<file path="config.mk">
export PLATFORM = sky130hd
export DESIGN_NAME = hdp_port_interp
export DESIGN_NICKNAME = d
export VERILOG_FILES = /design/src/hw/hdp_pkg.sv /design/src/hw/hdp_port_interp.sv /design/src/hw/hdp_desc_queue.sv
export SDC_FILE = /design/constraint.sdc
export NUM_CORES = 1
export LEC_CHECK = 0
export BUFFER_PORTS_ARGS = -buffer_cell sky130_fd_sc_hd__buf_2
export CAP_MARGIN = 40
export CORE_ASPECT_RATIO = 1.25
export CORE_MARGIN = 4
export CORE_UTILIZATION = 45
export DETAILED_ROUTE_END_ITERATION = 6
export SETUP_SLACK_MARGIN = 0.4
export SYNTH_ARGS = -nofsm -noshare
export SYNTH_HDL_FRONTEND = slang
export SYNTH_SLANG_ARGS = --single-unit
</file>
<file path="constraint.sdc">
create_clock -name sys_clk_i -period 3.9 [get_ports sys_clk_i]
set_clock_uncertainty 0.15 [all_clocks]
set_input_delay 0 -clock sys_clk_i [delete_from_list [all_inputs] [get_ports sys_clk_i]]
set_output_delay 0 -clock sys_clk_i [all_outputs]
set_load 0.02 [all_outputs]
</file>
<file path="src/hw/hdp_pkg.sv">
/*
 * Constants for the host data port interpreter: port offsets, field
 * positions, transfer type codes, reset values and queue sizes.
 * Assumes a 16-bit host register port with byte offsets on even addresses.
 */
package hdp_pkg;

	// Host register offsets, bytes
	localparam logic [2:0] ADDR_CMD = 3'h0;
	localparam logic [2:0] ADDR_STAT = 3'h2;
	localparam logic [2:0] ADDR_LOW = 3'h4;
	localparam logic [2:0] ADDR_HIGH = 3'h6;

	// Command and status byte fields
	localparam int TYPE_W = 3;
	localparam int REQ_BIT = 5;
	localparam int GRANT_BIT = 7;
	localparam int OUT_PEND_BIT = 7;

	// High port word fields
	localparam int ADDR_W = 18;
	localparam int CNT_W = 14;
	localparam int EXT_LSB = 14;
	localparam int RESUME_BIT = 13;
	localparam int STN_W = 8;
	localparam int MAINT_BIT = 8;
	localparam int HDX_BIT = 10;
	localparam int SEC_BIT = 11;
	localparam int RETRY_BIT = 0;

	// Transfer type codes; bit 2 marks the receive direction
	localparam logic [2:0] TYPE_BUF_TX = 3'h0;
	localparam logic [2:0] TYPE_CTRL = 3'h1;
	localparam logic [2:0] TYPE_BASE = 3'h3;
	localparam logic [2:0] TYPE_BUF_RX = 3'h4;
	localparam int DIR_BIT = 2;

	// Queue and reset values
	localparam int QUEUE_DEPTH = 7;
	localparam logic [15:0] RST_WORD = 16'h0000;
	localparam logic [2:0] RST_TYPE = 3'h0;

	// Port hand-back bound after the request drops
	localparam int CAPTURE_LIMIT_NS = 10_000;
	localparam int CLK_PERIOD_NS = 10;
	localparam int CAPTURE_LIMIT_CYC = CAPTURE_LIMIT_NS / CLK_PERIOD_NS;

	typedef enum logic [1:0] {
		PORT_IDLE,
		PORT_GRANTED,
		PORT_OUTPUT
	} hdp_port_e;

endpackage

</file>
<file path="src/hw/hdp_port_interp.sv">
/*
 * Host data port interpreter: command/status bytes, the two port words,
 * input and output transfer handshakes, format decode, descriptor queues.
 * Assumes host register accesses and link-engine events share sys_clk_i.
 */
// What this block does
// - Host loads port on input, device on output
// - Port meaning follows the transfer type code
// - Four layouts: descriptor, base, control in/out
// - Address: low word plus high bits 14-15
// - Count in high bits 0-13, plain binary
// - At most seven pending descriptors per direction
// - Input descriptor adds a buffer to queue
// - Output descriptor returns each completed buffer
// - Base layout gives 256-byte table start
// - Resume clear reinitialises, set continues
// - Control layouts: address plus flag bits
// - Control bits 0-7 are station address
// - Bit 8 latches maintenance until reinitialised
// - Bit 10 selects half duplex
// - Bit 11 picks secondary, half duplex only
// - Control out bit 0 flags retry limit
// - Type plus request bit gets grant bit
// - Request drop: capture and release grant
// - Output: load port, type, pending flag
`timescale 1ns/100ps
`default_nettype none

module hdp_port_interp #(
	parameter int QDEPTH = hdp_pkg::QUEUE_DEPTH
) (
	input wire logic sys_clk_i,
	input wire logic resetn_i,
	input wire logic ce_i,
	input wire logic host_sel_i,
	input wire logic host_we_i,
	input wire logic [2:0] host_addr_i,
	input wire logic [15:0] host_wdata_i,
	output logic [15:0] host_rdata_o,
	input wire logic done_valid_i,
	input wire logic done_dir_i,
	output logic done_ready_o,
	input wire logic retry_limit_i,
	output logic tx_head_valid_o,
	output logic [hdp_pkg::ADDR_W-1:0] tx_head_addr_o,
	output logic [hdp_pkg::CNT_W-1:0] tx_head_count_o,
	output logic rx_head_valid_o,
	output logic [hdp_pkg::ADDR_W-1:0] rx_head_addr_o,
	output logic [hdp_pkg::CNT_W-1:0] rx_head_count_o,
	output logic [hdp_pkg::STN_W-1:0] station_addr_o,
	output logic maint_mode_o,
	output logic half_duplex_o,
	output logic secondary_role_o,
	output logic [hdp_pkg::ADDR_W-1:0] ctrl_addr_o,
	output logic [hdp_pkg::ADDR_W-1:0] base_addr_o,
	output logic initialized_o,
	output logic proto_init_o,
	output logic proto_resume_o
);
	import hdp_pkg::*;

	localparam int DW = ADDR_W + CNT_W;

	function automatic logic is_buf_type(input logic [2:0] t);
		return (t == TYPE_BUF_TX) || (t == TYPE_BUF_RX);
	endfunction

	function automatic logic [ADDR_W-1:0] word_addr(input logic [15:0] lo, input logic [15:0] hi);
		return {hi[15:EXT_LSB], lo};
	endfunction

	hdp_port_e state_q;
	logic [2:0] cmd_type_q;
	logic req_q;
	logic grant_q;
	logic [2:0] grant_type_q;
	logic [2:0] out_type_q;
	logic out_pend_q;
	logic [15:0] port_low_word_q;
	logic [15:0] port_high_word_q;
	logic [DW-1:0] ret_desc_q;
	logic ret_dir_q;
	logic err_pend_q;

	logic wr_cmd;
	logic wr_stat;
	logic wr_low;
	logic wr_high;
	logic host_clr_out;
	logic can_grant;
	logic do_grant;
	logic do_capture;
	logic load_err;
	logic load_ret;
	logic base_cold;
	logic done_take;
	logic tx_full;
	logic rx_full;
	logic [DW-1:0] cap_desc;
	logic [DW-1:0] tx_head;
	logic [DW-1:0] rx_head;

	assign wr_cmd = host_sel_i && host_we_i && host_addr_i == ADDR_CMD;
	assign wr_stat = host_sel_i && host_we_i && host_addr_i == ADDR_STAT;
	assign wr_low = host_sel_i && host_we_i && host_addr_i == ADDR_LOW;
	assign wr_high = host_sel_i && host_we_i && host_addr_i == ADDR_HIGH;
	assign host_clr_out = wr_stat && !host_wdata_i[OUT_PEND_BIT];

	// Full descriptor queue holds the grant back until room appears
	assign can_grant = !is_buf_type(cmd_type_q) ||
		(cmd_type_q[DIR_BIT] ? !rx_full : !tx_full);
	assign do_grant = state_q == PORT_IDLE && req_q && can_grant;
	// Capture when the host drops its request on a granted port
	assign do_capture = state_q == PORT_GRANTED && !req_q;
	// Output seizes the port only if no grantable request waits
	assign load_err = state_q == PORT_IDLE && !do_grant && initialized_o && err_pend_q;
	assign load_ret = state_q == PORT_IDLE && !do_grant && initialized_o && !err_pend_q && !done_ready_o;
	assign base_cold = do_capture && grant_type_q == TYPE_BASE && !port_high_word_q[RESUME_BIT];
	assign done_take = done_valid_i && done_ready_o && (done_dir_i ? rx_head_valid_o : tx_head_valid_o);
	// Address from bits 0-15 low and 14-15 high; count in 0-13
	assign cap_desc = {word_addr(port_low_word_q, port_high_word_q), port_high_word_q[CNT_W-1:0]};

	hdp_desc_queue #(
		.DEPTH(QDEPTH),
		.W(DW)
	) u_tx_queue (
		.sys_clk_i(sys_clk_i),
		.resetn_i(resetn_i),
		.ce_i(ce_i),
		.clear_i(base_cold),
		.push_i(do_capture && grant_type_q == TYPE_BUF_TX),
		.push_data_i(cap_desc),
		.pop_i(done_take && !done_dir_i),
		.head_o(tx_head),
		.valid_o(tx_head_valid_o),
		.full_o(tx_full)
	);

	hdp_desc_queue #(
		.DEPTH(QDEPTH),
		.W(DW)
	) u_rx_queue (
		.sys_clk_i(sys_clk_i),
		.resetn_i(resetn_i),
		.ce_i(ce_i),
		.clear_i(base_cold),
		.push_i(do_capture && grant_type_q == TYPE_BUF_RX),
		.push_data_i(cap_desc),
		.pop_i(done_take && done_dir_i),
		.head_o(rx_head),
		.valid_o(rx_head_valid_o),
		.full_o(rx_full)
	);

	assign tx_head_addr_o = tx_head[DW-1:CNT_W];
	assign tx_head_count_o = tx_head[CNT_W-1:0];
	assign rx_head_addr_o = rx_head[DW-1:CNT_W];
	assign rx_head_count_o = rx_head[CNT_W-1:0];

	// Command byte belongs to the host
	always_ff @(posedge sys_clk_i or negedge resetn_i) begin
		if (!resetn_i) begin
			cmd_type_q <= RST_TYPE;
			req_q <= 1'b0;
		end else if (ce_i && wr_cmd) begin
			cmd_type_q <= host_wdata_i[TYPE_W-1:0];
			req_q <= host_wdata_i[REQ_BIT];
		end
	end

	// Port ownership sequence
	always_ff @(posedge sys_clk_i or negedge resetn_i) begin
		if (!resetn_i) begin
			state_q <= PORT_IDLE;
			grant_q <= 1'b0;
			grant_type_q <= RST_TYPE;
		end else if (ce_i) begin
			unique case (state_q)
				PORT_IDLE: begin
					if (do_grant) begin
						state_q <= PORT_GRANTED;
						grant_q <= 1'b1;
						grant_type_q <= cmd_type_q;
					end else if (load_err || load_ret) begin
						state_q <= PORT_OUTPUT;
					end
				end
				PORT_GRANTED: begin
					if (do_capture) begin
						state_q <= PORT_IDLE;
						grant_q <= 1'b0;
					end
				end
				PORT_OUTPUT: begin
					if (!out_pend_q) begin
						state_q <= PORT_IDLE;
					end
				end
				// Spare code only from an upset; drop back to idle
				default: begin
					state_q <= PORT_IDLE;
					grant_q <= 1'b0;
				end
			endcase
		end
	end

	// Port words: host writes only while granted, device only on output
	always_ff @(posedge sys_clk_i or negedge resetn_i) begin
		if (!resetn_i) begin
			port_low_word_q <= RST_WORD;
			port_high_word_q <= RST_WORD;
		end else if (ce_i) begin
			if (load_err) begin
				port_low_word_q <= ctrl_addr_o[15:0];
				port_high_word_q <= {ctrl_addr_o[ADDR_W-1:16], 13'h0000, 1'b1};
			end else if (load_ret) begin
				port_low_word_q <= ret_desc_q[CNT_W+15:CNT_W];
				port_high_word_q <= {ret_desc_q[DW-1:CNT_W+16], ret_desc_q[CNT_W-1:0]};
			end else if (state_q == PORT_GRANTED) begin
				if (wr_low) begin
					port_low_word_q <= host_wdata_i;
				end
				if (wr_high) begin
					port_high_word_q <= host_wdata_i;
				end
			end
		end
	end

	// Status byte; host may only clear the pending flag
	always_ff @(posedge sys_clk_i or negedge resetn_i) begin
		if (!resetn_i) begin
			out_pend_q <= 1'b0;
			out_type_q <= RST_TYPE;
		end else if (ce_i) begin
			if (load_err || load_ret) begin
				out_pend_q <= 1'b1;
				out_type_q <= load_err ? TYPE_CTRL : (ret_dir_q ? TYPE_BUF_RX : TYPE_BUF_TX);
			end else if (host_clr_out) begin
				out_pend_q <= 1'b0;
			end
		end
	end

	// Return slot for one completed buffer
	always_ff @(posedge sys_clk_i or negedge resetn_i) begin
		if (!resetn_i) begin
			done_ready_o <= 1'b1;
			ret_dir_q <= 1'b0;
			ret_desc_q <= '0;
		end else if (ce_i) begin
			if (done_take) begin
				done_ready_o <= 1'b0;
				ret_dir_q <= done_dir_i;
				ret_desc_q <= done_dir_i ? rx_head : tx_head;
			end else if (load_ret || base_cold) begin
				done_ready_o <= 1'b1;
			end
		end
	end

	// New event beats the clear from loading or cold start
	always_ff @(posedge sys_clk_i or negedge resetn_i) begin
		if (!resetn_i) begin
			err_pend_q <= 1'b0;
		end else if (ce_i) begin
			if (retry_limit_i) begin
				err_pend_q <= 1'b1;
			end else if (load_err || base_cold) begin
				err_pend_q <= 1'b0;
			end
		end
	end

	// Base table assignment; the host keeps out of the table itself
	always_ff @(posedge sys_clk_i or negedge resetn_i) begin
		if (!resetn_i) begin
			base_addr_o <= '0;
			initialized_o <= 1'b0;
			proto_init_o <= 1'b0;
			proto_resume_o <= 1'b0;
		end else if (ce_i) begin
			// Single-cycle pulses; the link engine must latch them
			proto_init_o <= base_cold;
			proto_resume_o <= 1'b0;
			if (do_capture && grant_type_q == TYPE_BASE) begin
				base_addr_o <= word_addr(port_low_word_q, port_high_word_q);
				initialized_o <= 1'b1;
				proto_resume_o <= port_high_word_q[RESUME_BIT];
			end
		end
	end

	// Control input; reserved bits never reach any mode flop
	always_ff @(posedge sys_clk_i or negedge resetn_i) begin
		if (!resetn_i) begin
			station_addr_o <= '0;
			half_duplex_o <= 1'b0;
			secondary_role_o <= 1'b0;
			ctrl_addr_o <= '0;
		end else if (ce_i && do_capture && grant_type_q == TYPE_CTRL) begin
			ctrl_addr_o <= word_addr(port_low_word_q, port_high_word_q);
			station_addr_o <= port_high_word_q[STN_W-1:0];
			half_duplex_o <= port_high_word_q[HDX_BIT];
			secondary_role_o <= port_high_word_q[HDX_BIT] && port_high_word_q[SEC_BIT];
		end
	end

	// Maintenance sticks until a cold base assignment
	always_ff @(posedge sys_clk_i or negedge resetn_i) begin
		if (!resetn_i) begin
			maint_mode_o <= 1'b0;
		end else if (ce_i) begin
			if (do_capture && grant_type_q == TYPE_CTRL && port_high_word_q[MAINT_BIT]) begin
				maint_mode_o <= 1'b1;
			end else if (base_cold) begin
				maint_mode_o <= 1'b0;
			end
		end
	end

	// Registered read; one cycle of latency
	// Odd and spare offsets read zero
	always_ff @(posedge sys_clk_i or negedge resetn_i) begin
		if (!resetn_i) begin
			host_rdata_o <= RST_WORD;
		end else if (ce_i && host_sel_i && !host_we_i) begin
			unique case (host_addr_i)
				ADDR_CMD: host_rdata_o <= {8'h00, grant_q, 1'b0, req_q, 2'b00, cmd_type_q};
				ADDR_STAT: host_rdata_o <= {8'h00, out_pend_q, 4'h0, out_type_q};
				ADDR_LOW: host_rdata_o <= port_low_word_q;
				ADDR_HIGH: host_rdata_o <= port_high_word_q;
				default: host_rdata_o <= RST_WORD;
			endcase
		end
	end

endmodule

`default_nettype wire

</file>
<file path="src/hw/hdp_desc_queue.sv">
/*
 * Shift-style descriptor queue; entry 0 is always the head, so the head
 * and its flags come straight from flip-flops.
 * Assumes the caller never pushes while full nor pops while empty.
 */
`timescale 1ns/100ps
`default_nettype none

module hdp_desc_queue #(
	parameter int DEPTH = 7,
	parameter int W = 32
) (
	input wire logic sys_clk_i,
	input wire logic resetn_i,
	input wire logic ce_i,
	input wire logic clear_i,
	input wire logic push_i,
	input wire logic [W-1:0] push_data_i,
	input wire logic pop_i,
	output logic [W-1:0] head_o,
	output logic valid_o,
	output logic full_o
);
	logic [W-1:0] entry_q [DEPTH];
	logic [W-1:0] entry_d [DEPTH];
	logic [$clog2(DEPTH+1)-1:0] count_q;
	logic [$clog2(DEPTH+1)-1:0] count_d;
	logic [$clog2(DEPTH+1)-1:0] wr_idx;

	always_comb begin
		count_d = count_q;
		if (push_i && !pop_i) begin
			count_d = count_q + 1'b1;
		end else if (pop_i && !push_i) begin
			count_d = count_q - 1'b1;
		end
		wr_idx = pop_i ? count_q - 1'b1 : count_q;
		for (int i = 0; i < DEPTH; i++) begin
			entry_d[i] = (pop_i && i < DEPTH - 1) ? entry_q[i+1] : entry_q[i];
			if (push_i && wr_idx == i[$clog2(DEPTH+1)-1:0]) begin
				entry_d[i] = push_data_i;
			end
		end
	end

	always_ff @(posedge sys_clk_i or negedge resetn_i) begin
		if (!resetn_i) begin
			count_q <= '0;
			valid_o <= 1'b0;
			full_o <= 1'b0;
		end else if (ce_i) begin
			if (clear_i) begin
				count_q <= '0;
				valid_o <= 1'b0;
				full_o <= 1'b0;
			end else begin
				count_q <= count_d;
				valid_o <= (count_d != '0);
				full_o <= (count_d == DEPTH[$clog2(DEPTH+1)-1:0]);
			end
		end
	end

	// Storage needs no reset; valid_o guards it
	always_ff @(posedge sys_clk_i) begin
		if (ce_i) begin
			for (int i = 0; i < DEPTH; i++) begin
				entry_q[i] <= entry_d[i];
			end
		end
	end

	assign head_o = entry_q[0];

endmodule

`default_nettype wire

</file>
==> impl_metrics.toml <==
[outcome]
outcome = "finished clean"

[layout]
layout_commonest_cell = "edfxtp_1"
fin_area_um2 = 29900
area_growth_pct = 16.11
final_layout_size_suffix_gt1_share_pct = 42.56
n_fill_cell = 4539
final_cell_mix = "448 x edfxtp_1, 408 x mux2_2, 158 x buf_2, 155 x dfrtp_1, 64 x nand2_1"
num-nets-final = 1830
fin_cells = 2589
n_antenna_cell = 0

[route]
drc = 0
ant_nets = 0
routed.top_layer = "met4"
routed-wl-met3_um = 3391
drtIter0Drc = 1100
wl_um = 66170
avgRoutedWirePerCell_um = 25.56
first_pass_iters = 5
dr_wl_met2_um = 33420
viasPerCell = 5.591
wl_met1_um = 26450
vias = 14480

[power_and_ir_drop]
power_switching_w = 0.005371
cellLeakagePower_nw = 11.10
combPwrFrac_pct = 16.8
swShare_pct = 30.82
p_clk_share_pct = 31.5
peakVddDrop_v = 0.0003573
powerDensity_nw_per_um2 = 582.9
internal-power_w = 0.01206
pwr-share-seq_pct = 51.7

[setup_path]
cp-start-kind = "flip-flop"
rrSetupSlack_ns = 0.71
r2r_cells = 6
crit_type = "reg -> reg"
reg2reg_from = "done_ready_o"
cp.arrival_ns = 3.31
reg2reg_to = "u_tx_queue.entry_q[0][6]"
path_max_fanout = 22
endpoint = "u_tx_queue.entry_q[0][6]"
crit_required_ns = 4.02
cp-end-kind = "flip-flop"
crit_start = "done_ready_o"

[logic_synthesis]
netlist_area_um2 = 25760
ys_warn_count = 0
synth_edf_count = 448
synth_nets = 1635
ys_types = 65
async_flop_share_pct = 25.83
seq_area_frac_synth_pct = 67.39
syn_area_per_cell_um2 = 16.06
syn_inst = 1604
synth-seq-cells = 604
ys.flop_type = "edfxtp_1"

[cts]
clkLatencyLatePin_ns = 0.61
cts-root-buf = "clkbuf_16"
cts-buffers-inserted = 57
clkTransAtPathRegs_ns = 0.07
cts_tree = "done"
clockBufferDepth = 3
ctsResizeCount = 0
cts.sinks = 604
htreeDepth = 2

[sta]
fin_setup_tns_ns = 0
setup_viol = 0
max_freq_mhz = 313.9
finalHoldViolations = 0
rsz0062_at_grt = "false"
maxSlewHeadroom_pct = 36.03
slew_violations = 0
tightest_slew_ns = 0.9596
finalCriticalPeriod_ns = 3.186
finalCritPeriodShare_pct = 81.70

[grt]
grt_start_max_net_pins = 68
grt_first_pass_wirelength_um = 98410
grt_usage_pct = 21.42
antenna_found_initial = 3
first_global_vias = 15020
grt_overflow_total = 0

[place]
postPlaceCellArea_um2 = 27620
portBuffers = 159
dp.cells = 2441
dp_hpwl_um = 43370
gp_congestion = 0.8471

[floorplanning]
ios = 160
die_w_um = 222.0
dieArea_um2 = 61150
coreArea_um2 = 56310
initial_core_util_pct = 45.74
die_h_um = 275.5
num_rows = 97

[worst_hold_path]
hold_path_class = "in -> reg"

[job]
max_cap_viol_count = 0
## how the worst min path moves through the flow
stage,end,cells after the start,startpoint,slack [ns]
global route,port_low_word_q[4],3,host_wdata_i[4],0.11
global placement,grant_type_q[0],1,resetn_i,0.02
detailed placement,grant_type_q[1],1,resetn_i,-0.23
floorplan,base_addr_o[0],0,resetn_i,-0.45
CTS,port_low_word_q[4],3,host_wdata_i[4],0.08
finish,port_low_word_q[4],3,host_wdata_i[4],0.11
## through the flow
stage	setup WS, ns	power (W)	hold slack (ns)	util, %
after global routing	0.5727	0.01814	0.1083	53.10
after CTS	0.7317	0.01754	0.07569	53.06
after detailed placement	0.7457	0.01199	-0.2273	49.04
final	0.7138	0.01743	0.1132	53.10
after floorplan	0.5088	0.01046	-0.4456	-
after global placement	0.8119	0.01182	0.02077	48.87
## registers in the layout, indices dropped and copies added, names as in the netlist, 2 cells and up
signal / count
base_addr_o: 18
cmd_type_q: 3
ctrl_addr_o: 18
grant_type_q: 3
host_rdata_o: 16
out_type_q: 2
port_high_word_q: 16
port_low_word_q: 16
ret_desc_q: 32
state_q: 2
station_addr_o: 8
u_rx_queue.count_q: 3
u_rx_queue.entry_q: 224
u_tx_queue.count_q: 3
u_tx_queue.entry_q: 224
## worst max-delay path, cell delays in order, from the launching register on
cell	delay, ns
dfstp_2	0.64
and4b_4	0.37
nand2_2	0.09
xnor2_2	0.25
or3_2	0.72
a21oi_4	0.23
buf_4	0.36
## final cells by class
class | instances | area (um2) | area share [%]
Tap cell | 742 | 928.4 | 3.104
Clock inverter | 22 | 173.9 | 0.5816
Sequential cell | 604 | 17360 | 58.04
Inverter | 15 | 56.30 | 0.1883
Timing Repair Buffer | 253 | 1788 | 5.979
Clock buffer | 85 | 1674 | 5.598
Multi-Input combinational cell | 868 | 7926 | 26.51
## cell usage after synthesis (all sizes together), types with 3 or more instances
library cell	instances	area, um2
mux2	431	4940
ha	4	50.05
o2bb2ai	4	35.03
a22o	10	87.58
xnor2	5	51.30
nand3	9	45.04
o21a	9	67.56
a21o	3	22.52
nand2b	4	25.02
a21oi	47	242.7
buf	64	374.1
mux2i	60	600.6
nor2	66	260.3
nand2	68	265.3
o22ai	22	137.6
a211oi	4	30.03
o221a	15	168.9
dfrtp	155	3879
nor3	12	70.07
o21ai	47	235.2
clkbuf	53	198.9
mux4	3	67.56
nand4	9	56.30
inv	14	52.55
nor4b	3	41.29
edfxtp	448	13450
## logic make-up after synthesis
group	share of synthesized area, %
AO/OA/AOI/OAI	4.401
XOR/XNOR	0.2672
adder cells (fa/ha/maj)	0.2332
flip-flops	67.39
buffers and inverters	2.444
multiplexers	21.77
AND/OR/NAND/NOR	3.488
## power by group through the flow
stage	clock [W]	sequential, W	combinational [W]
3_5_place_dp	0	0.00916	0.00282
5_1_grt	0.00587	0.00913	0.00314
6_report	0.00549	0.00901	0.00292
3_3_place_gp	0	0.00916	0.00266
2_1_floorplan	0	0.00851	0.00195
4_1_cts	0.00563	0.00903	0.00288
## layer usage
metal  track usage (%)  vias up
met4             8.784        0
met3             3.691      148
li1                  -     6482
met1             26.17     7401
met2             37.99      445
met5                 0        -
## timing repair
item	4_1_cts	5_1_grt
setup endpoints to repair	0	0
hold endpoints to repair	285	0
hold buffers	40	0
setup buffers	0	0
No activity file was read; power rests on OpenSTA's default activity.
